File: src/hdl/pielat_regs.svh
// Register offsets, field positions, reset values and timing counts
// for the interrupt event latch. Definitions only; included by name.
`ifndef PIELAT_REGS_SVH
`define PIELAT_REGS_SVH

// ------------------------------------------------------------
// Register offsets (6-bit register address space)
// ------------------------------------------------------------
`define PIELAT_ADDR_W 6
`define PIELAT_OFS_RISE 6'h0d
`define PIELAT_OFS_RISE_SET 6'h0e
`define PIELAT_OFS_RISE_CLR 6'h0f
`define PIELAT_OFS_FALL 6'h10
`define PIELAT_OFS_FALL_SET 6'h11
`define PIELAT_OFS_FALL_CLR 6'h12
`define PIELAT_OFS_STATUS 6'h13
`define PIELAT_OFS_LATCH 6'h14

// ------------------------------------------------------------
// Field positions
// ------------------------------------------------------------
`define PIELAT_SRC_W 5
`define PIELAT_BIT_ID_GROUND 4
`define PIELAT_BIT_SESSION_END 3
`define PIELAT_BIT_SESSION_VALID 2
`define PIELAT_BIT_BUS_POWER_VALID 1
`define PIELAT_BIT_HOST_DISCONNECT 0

// ------------------------------------------------------------
// Reset values
// ------------------------------------------------------------
`define PIELAT_RST_RISE 5'h1f
`define PIELAT_RST_FALL 5'h1f
`define PIELAT_RST_LATCH 5'h00
`define PIELAT_RST_STATUS 5'h00

// ------------------------------------------------------------
// Timing
// ------------------------------------------------------------
`define PIELAT_CLK_KHZ 20000
`define PIELAT_ID_SETTLE_MS 50
`define PIELAT_ID_CNT_W 20

`endif

File: src/hdl/pielat_pkg.sv
// Types shared by the interrupt event latch.
// Assumes pielat_regs.svh is on the include path.
`include "pielat_regs.svh"

package pielat_pkg;
  typedef logic [`PIELAT_SRC_W-1:0] pielat_src_t;
  typedef logic [`PIELAT_ADDR_W-1:0] pielat_addr_t;
  typedef logic [7:0] pielat_byte_t;
endpackage : pielat_pkg

File: src/hdl/pielat_latch.sv
// Interrupt event latch of the transceiver register set, with its
// rise/fall enables and live source status.
// Assumes the ULPI register engine gives one-cycle read and write
// strobes in the clk domain and that all inputs are synchronous.
`timescale 1ns/10ps
`default_nettype none
`include "pielat_regs.svh"

// Operation
// - Latch bit sets when its source changes in an enabled direction.
// - Bits: 4 id ground, 3 session end, 2 session valid, 1 vbus, 0 hostdisc.
// - Reading the latch register clears every latch bit.
// - Entering low power mode clears the latch register.
// - Entering serial or carkit mode clears it, regardless of clock suspend.
// - Host-disconnect bit has meaning only in host mode.
// - Host-disconnect bit after reset shows 1 when host disconnected.
// - Session-valid bit follows the shared A-valid signal.
// - Fall enables reset to 1; set/clear aliases act on written ones.
// - Status register shows live sources in latch bit positions.
// - Id ground frozen while pull-up off and 50 ms after enabling.
module pielat_latch #(
  parameter logic [`PIELAT_ID_CNT_W-1:0] ID_SETTLE_CYCLES =
    `PIELAT_ID_CNT_W'(`PIELAT_ID_SETTLE_MS * `PIELAT_CLK_KHZ)
) (
  input wire logic clk,
  input wire logic rst,
  input wire logic srcIdGround,
  input wire logic srcSessionEnd,
  input wire logic srcSessionValid,
  input wire logic srcBusPowerValid,
  input wire logic srcHostDisconnect,
  input wire logic hostMode,
  input wire logic idPullupControl,
  input wire logic lowPowerEnter,
  input wire logic serialModeEnter,
  input wire logic carkitModeEnter,
  input wire logic regWrStb,
  input wire logic regRdStb,
  input wire pielat_pkg::pielat_addr_t regAddr,
  input wire pielat_pkg::pielat_byte_t regWrData,
  output pielat_pkg::pielat_byte_t regRdData,
  output logic regRdValid,
  output pielat_pkg::pielat_src_t eventLatch
);

  // ------------------------------------------------------------
  // Registers
  // ------------------------------------------------------------
  pielat_pkg::pielat_src_t riseEn_r;
  pielat_pkg::pielat_src_t fallEn_r;
  pielat_pkg::pielat_src_t live_r;
  pielat_pkg::pielat_src_t live_nxt;
  pielat_pkg::pielat_src_t latch_r;
  pielat_pkg::pielat_src_t riseEvents;
  pielat_pkg::pielat_src_t fallEvents;
  pielat_pkg::pielat_src_t events;
  pielat_pkg::pielat_byte_t rdData_r;
  logic rdValid_r;
  logic pullupPrev_r;
  logic [`PIELAT_ID_CNT_W-1:0] idSettle_r;
  logic idUpdate;
  logic latchRead;
  logic latchClear;

  function automatic pielat_pkg::pielat_src_t apply_write(
    input pielat_pkg::pielat_src_t cur,
    input pielat_pkg::pielat_addr_t addr,
    input pielat_pkg::pielat_addr_t base,
    input pielat_pkg::pielat_src_t data
  );
    pielat_pkg::pielat_src_t res;
    res = cur;
    if (addr == base) begin
      res = data;
    end else if (addr == base + `PIELAT_ADDR_W'(1)) begin
      res = cur | data;
    end else if (addr == base + `PIELAT_ADDR_W'(2)) begin
      res = cur & ~data;
    end
    return res;
  endfunction : apply_write

  // Reserved bits 7 to 5 are never stored, so they read as zero
  function automatic pielat_pkg::pielat_byte_t to_byte(
    input pielat_pkg::pielat_src_t val
  );
    return {3'h0, val};
  endfunction : to_byte

  // ------------------------------------------------------------
  // Id ground settle window
  // ------------------------------------------------------------
  // Comparator may see a floating id pin until the pull-up settles
  always_ff @(posedge clk) begin
    if (rst) begin
      pullupPrev_r <= 1'b0;
    end else begin
      pullupPrev_r <= idPullupControl;
    end
  end

  always_ff @(posedge clk) begin
    if (rst) begin
      idSettle_r <= '0;
    end else begin
      if (!idPullupControl) begin
        idSettle_r <= '0;
      end else if (!pullupPrev_r) begin
        idSettle_r <= ID_SETTLE_CYCLES;
      end else if (idSettle_r != '0) begin
        idSettle_r <= idSettle_r - `PIELAT_ID_CNT_W'(1);
      end
    end
  end

  assign idUpdate = idPullupControl && pullupPrev_r && idSettle_r == '0;

  // ------------------------------------------------------------
  // Source sampling and edge events
  // ------------------------------------------------------------
  always_comb begin
    live_nxt = live_r;
    if (idUpdate) begin
      live_nxt[`PIELAT_BIT_ID_GROUND] = srcIdGround;
    end
    live_nxt[`PIELAT_BIT_SESSION_END] = srcSessionEnd;
    live_nxt[`PIELAT_BIT_SESSION_VALID] = srcSessionValid;
    live_nxt[`PIELAT_BIT_BUS_POWER_VALID] = srcBusPowerValid;
    // Undefined outside host mode, so held at zero there
    live_nxt[`PIELAT_BIT_HOST_DISCONNECT] = srcHostDisconnect & hostMode;
  end

  always_ff @(posedge clk) begin
    if (rst) begin
      live_r <= `PIELAT_RST_STATUS;
    end else begin
      live_r <= live_nxt;
    end
  end

  // Host disconnect rises from reset zero if disconnected, so bit 0
  // reads 1 after reset with the default rise enable
  assign riseEvents = live_nxt & ~live_r & riseEn_r;
  assign fallEvents = ~live_nxt & live_r & fallEn_r;
  assign events = riseEvents | fallEvents;

  // ------------------------------------------------------------
  // Enable registers
  // ------------------------------------------------------------
  always_ff @(posedge clk) begin
    if (rst) begin
      riseEn_r <= `PIELAT_RST_RISE;
      fallEn_r <= `PIELAT_RST_FALL;
    end else if (regWrStb) begin
      riseEn_r <= apply_write(riseEn_r, regAddr, `PIELAT_OFS_RISE,
        regWrData[`PIELAT_SRC_W-1:0]);
      fallEn_r <= apply_write(fallEn_r, regAddr, `PIELAT_OFS_FALL,
        regWrData[`PIELAT_SRC_W-1:0]);
    end
  end

  // ------------------------------------------------------------
  // Latch
  // ------------------------------------------------------------
  assign latchRead = regRdStb && regAddr == `PIELAT_OFS_LATCH;
  assign latchClear = lowPowerEnter || serialModeEnter || carkitModeEnter;

  // Writes never reach this register
  always_ff @(posedge clk) begin
    if (rst) begin
      latch_r <= `PIELAT_RST_LATCH;
    end else if (latchRead) begin
      latch_r <= '0;
    end else if (latchClear) begin
      // Mode clears are hardware events; a new edge still survives
      latch_r <= events;
    end else begin
      latch_r <= latch_r | events;
    end
  end

  // ------------------------------------------------------------
  // Read data
  // ------------------------------------------------------------
  // Valid follows every read strobe, mapped or not
  always_ff @(posedge clk) begin
    if (rst) begin
      rdValid_r <= 1'b0;
    end else begin
      rdValid_r <= regRdStb;
    end
  end

  // Data holds between reads so a slow link may fetch it late
  always_ff @(posedge clk) begin
    if (rst) begin
      rdData_r <= 8'h00;
    end else if (regRdStb) begin
      unique case (regAddr)
        `PIELAT_OFS_RISE, `PIELAT_OFS_RISE_SET,
        `PIELAT_OFS_RISE_CLR: rdData_r <= to_byte(riseEn_r);
        `PIELAT_OFS_FALL, `PIELAT_OFS_FALL_SET,
        `PIELAT_OFS_FALL_CLR: rdData_r <= to_byte(fallEn_r);
        `PIELAT_OFS_STATUS: rdData_r <= to_byte(live_r);
        `PIELAT_OFS_LATCH: rdData_r <= to_byte(latch_r | events);
        default: rdData_r <= 8'h00;
      endcase
    end
  end

  // ------------------------------------------------------------
  // Outputs
  // ------------------------------------------------------------
  assign regRdData = rdData_r;
  assign regRdValid = rdValid_r;
  assign eventLatch = latch_r;

endmodule : pielat_latch
`default_nettype wire

File: config.mk
export PLATFORM = sky130hd
export DESIGN_NAME = pielat_latch
export DESIGN_NICKNAME = d
export VERILOG_FILES = /design/src/hdl/pielat_pkg.sv /design/src/hdl/pielat_latch.sv
export VERILOG_INCLUDE_DIRS = /design/src /design/src/hdl
export SDC_FILE = /design/constraint.sdc
export NUM_CORES = 1
export LEC_CHECK = 0
export ABC_AREA = 1
export BUFFER_PORTS_ARGS = -buffer_cell sky130_fd_sc_hd__buf_2
export CORE_MARGIN = 5
export CORE_UTILIZATION = 60
export DETAILED_ROUTE_END_ITERATION = 7
export PLACE_DENSITY_LB_ADDON = 0.08
export REMOVE_ABC_BUFFERS = 1
export SYNTH_ARGS = -nofsm -noshare
export SYNTH_HDL_FRONTEND = slang
export SYNTH_SLANG_ARGS = --single-unit
File: constraint.sdc
create_clock -name clk -period 3.3 [get_ports clk]
set_clock_uncertainty 0.2 [all_clocks]
set_input_delay 0.825 -clock clk [delete_from_list [all_inputs] [get_ports clk]]
set_output_delay 0.825 -clock clk [all_outputs]
set_load 0.05 [all_outputs]
==> impl_metrics.csv <==
group,metric,value,unit
outcome,status,"finished, final reports clean",
clock_network,clkSinkCount,47,
placement,place.gp.congestion,0.868,
pwr,leakage,1.40,nW
logic_synthesis,synth.avg_cell_area,7.02,µm²
drt,ant_nets,0,
drt,dr.first_iter.drc_count,240,
pwr,netSwitchingPower,0.398,mW
sta,setup_viol,0,
cells_and_area,antenna_cells,0,
global_routing,use_met3,3.97,%
cells_and_area,multiInputGateArea,0.00127,mm²
setup_path,cp_max_fo,5,
sta,final.setup.tns,0,ps
pwr,switching_share,32.5,%
die,fp.coreArea,0.00397,mm²
placement,placed_area,0.00263,mm²
logic_synthesis,yosysUniqueCellTypes,36,
setup_path,reg2reg_slack,1170,ps
global_routing,grt_first_pass_wirelength,9670,µm
die,num_io_pins,42,
clock_network,post-cts-setup-buffers,0,
clock_network,worstSkewPairLatency,290,ps
placement,hpwl,4490,µm
cells_and_area,area.growth.synth_to_final,11.8,%
drt,post_drt_wl_per_cell,13.2,µm
global_routing,grt_pass1_vias,2081,
pwr,intPower,0.825,mW
drt,wirelength,5720,µm
setup_path,cp.required,3270,ps
drt,first_pass_iters,5,
clock_network,cts_tree,"done",
logic_synthesis,ys_seq_area_share,38.6,%
sta,maxSlewViolCount,0,
logic_synthesis,yosys_warnings,0,
cells_and_area,regArea,941,µm²
sta,worst_slack,1140,ps
job,drv_cap,0,
sta,fin_crit_sh,65.6,%
drt,vias_per_cell,5.48,
cells_and_area,nNetsFinal,412,
placement,dp_slack,856,ps
setup_path,crit_type,"input pin to register",
setup_path,worstPathArrival,2140,ps
sta,slew-limit-headroom,54.7,%
clock_network,clockBufferDepth,2,
die,die_x,73.7,µm
clock_network,cts_made_buffers,5,
cells_and_area,final_cell_area,0.00272,mm²
setup_path,cp-end-kind,"register",
sta,fmax,462,MHz
clock_network,cts-htree-levels,2,
pwr,ir_worst_vdd,0.281,mV
global_routing,grt_max_degree,16,
drt,drc,0,
sta,hold_ws,283,ps
global_routing,antenna_found_initial,0,
die,die_h,73.7,µm
pwr,power.density,449,mW/mm²
sta,rsz0062_at_grt,"false",
pwr,pwr-share-comb,21.6,%
global_routing,gr-total-overflow,0,
die,rows,23,
clock_network,cts_resized,0,
logic_synthesis,ys_seq_elements,47,
pwr,seqPwrFrac,49.7,%
cells_and_area,drive_gt1_share,17.2,%
sta,worstMarginPinSlew,674,ps
setup_path,critPathLaunchType,"input pin",
clock_network,cts_hold_buf,0,
global_routing,grt_use_total,22.6,%
global_routing,grt_busiest_layer,"met1",
clock_network,cts-root-buf,"clkbuf_8",
sta,period_minus_slack,2160,ps
hold_path,hp-class,"register to register",
clock_network,clk_pin_slew,90,ps
setup_path,r2r_cells,12,
sta,hold_viol_final,0,
global_routing,met1_usage,34.6,%
die,fp.dieArea,0.00543,mm²
logic_synthesis,synthCells,347,
die,initial_core_util,61.3,%
cells_and_area,nFillCells,353,
placement,portBuffers,35,
hold_path,min_path_cells,2,
drt,via_count,2375,
pwr,clockPowerShare,28.7,%
global_routing,use_met2,32.9,%
logic_synthesis,synth_area,0.00243,mm²
==> final timing paths <==
kind	from	end
setup / recovery	regAddr[3]	register
hold / removal	regRdData[4]$_SDFFE_PP0P_	regRdData[4]$_SDFFE_PP0P_
setup reg to reg	idSettle_r[0]$_SDFFE_PP0P_	idSettle_r[10]$_SDFFE_PP0P_
hold reg to reg	regRdData[4]$_SDFFE_PP0P_	regRdData[4]$_SDFFE_PP0P_
==> cell type report <==
class	instances	share of cell area, %
Clock inverter	3	0.690
Inverter	50	6.90
Timing Repair Buffer	35	6.44
Clock buffer	5	2.53
Multi-Input combinational cell	243	46.6
Tap cell	50	2.30
Sequential cell	47	34.6
==> critical path, stage by stage <==
cell     delay (ps)
buf_2           100
nand2_1          50
nor3_1          390
nand2_1         210
nor2_1          270
o21ai_0         140
nand2_1          80
nand3_1          60
==> synthesized netlist by cell type <==
cell type / number / area share, %
a211oi_1: 2 / 0.62
a21oi_1: 21 / 4.3
a21oi_2: 1 / 0.36
a221o_1: 3 / 1.2
a31o_2: 1 / 0.36
a31oi_1: 9 / 2.3
and3b_1: 1 / 0.36
buf_2: 1 / 0.21
buf_4: 3 / 0.92
clkbuf_1: 5 / 0.77
conb_1: 1 / 0.15
dfxtp_1: 47 / 39
ha_1: 2 / 1.0
inv_1: 48 / 7.4
inv_2: 2 / 0.31
nand2_1: 57 / 8.8
nand2_2: 3 / 0.77
nand3_1: 27 / 5.5
nand3_4: 1 / 0.72
nand3b_1: 2 / 0.62
nand4_1: 4 / 1.0
nand4_2: 1 / 0.51
nor2_1: 37 / 5.7
nor2_2: 8 / 2.1
nor2_4: 3 / 1.4
nor3_1: 11 / 2.3
nor3_2: 2 / 0.82
nor3b_1: 1 / 0.31
nor4_1: 7 / 1.8
o21a_1: 1 / 0.31
o21ai_0: 25 / 5.1
o21ai_1: 1 / 0.21
o22ai_1: 1 / 0.26
or2_2: 1 / 0.26
xnor2_1: 3 / 1.1
xor2_1: 4 / 1.4
==> placed cells by master (no fill, tap or decap), drive strengths merged, types with 4 or more instances in the layout <==
cell,synthesis,routed
buf,4,35
clkbuf,5,5
dfxtp,47,47
nor4,7,7
nand3,28,28
nor3,13,13
xor2,4,4
nand2,60,60
o21ai,26,26
nor2,48,48
nand4,5,5
a21oi,22,22
inv,50,51
a31oi,9,9
==> logic make-up after synthesis <==
group           synth area share [%]
simple gates                    32.9
compound gates                  15.1
buf+inv                         9.61
flops                           38.6
xor+xnor                        2.52
fa+ha+maj                       1.03
other cells                    0.154
==> power groups by stage <==
stage | clock network, mW | logic (mW) | registers (mW)
finish | 0.351 | 0.264 | 0.608
global route | 0.385 | 0.294 | 0.612
CTS | 0.361 | 0.262 | 0.608
detailed placement | 0 | 0.261 | 0.621
global placement | 0 | 0.257 | 0.620
floorplan | 0 | 0.170 | 0.643
==> metal layers <==
layer | vias to the layer above | wire, µm | share of wire [%]
li1 | 1215 | - | -
met1 | 1070 | 2760 | 48
met2 | 88 | 2440 | 43
met3 | 2 | 486 | 8.5
met4 | 0 | 30 | 0.52
met5 | - | 0 | 0
==> per-stage QoR <==
stage	util, %	std cells	power (mW)
finish	68.5	433	1.22
global route	68.5	433	1.29
CTS	68.5	433	1.23
detailed placement	66.3	425	0.882
global placement	66.3	425	0.877
floorplan	-	340	0.813
No activity file was read; power rests on OpenSTA's default activity.
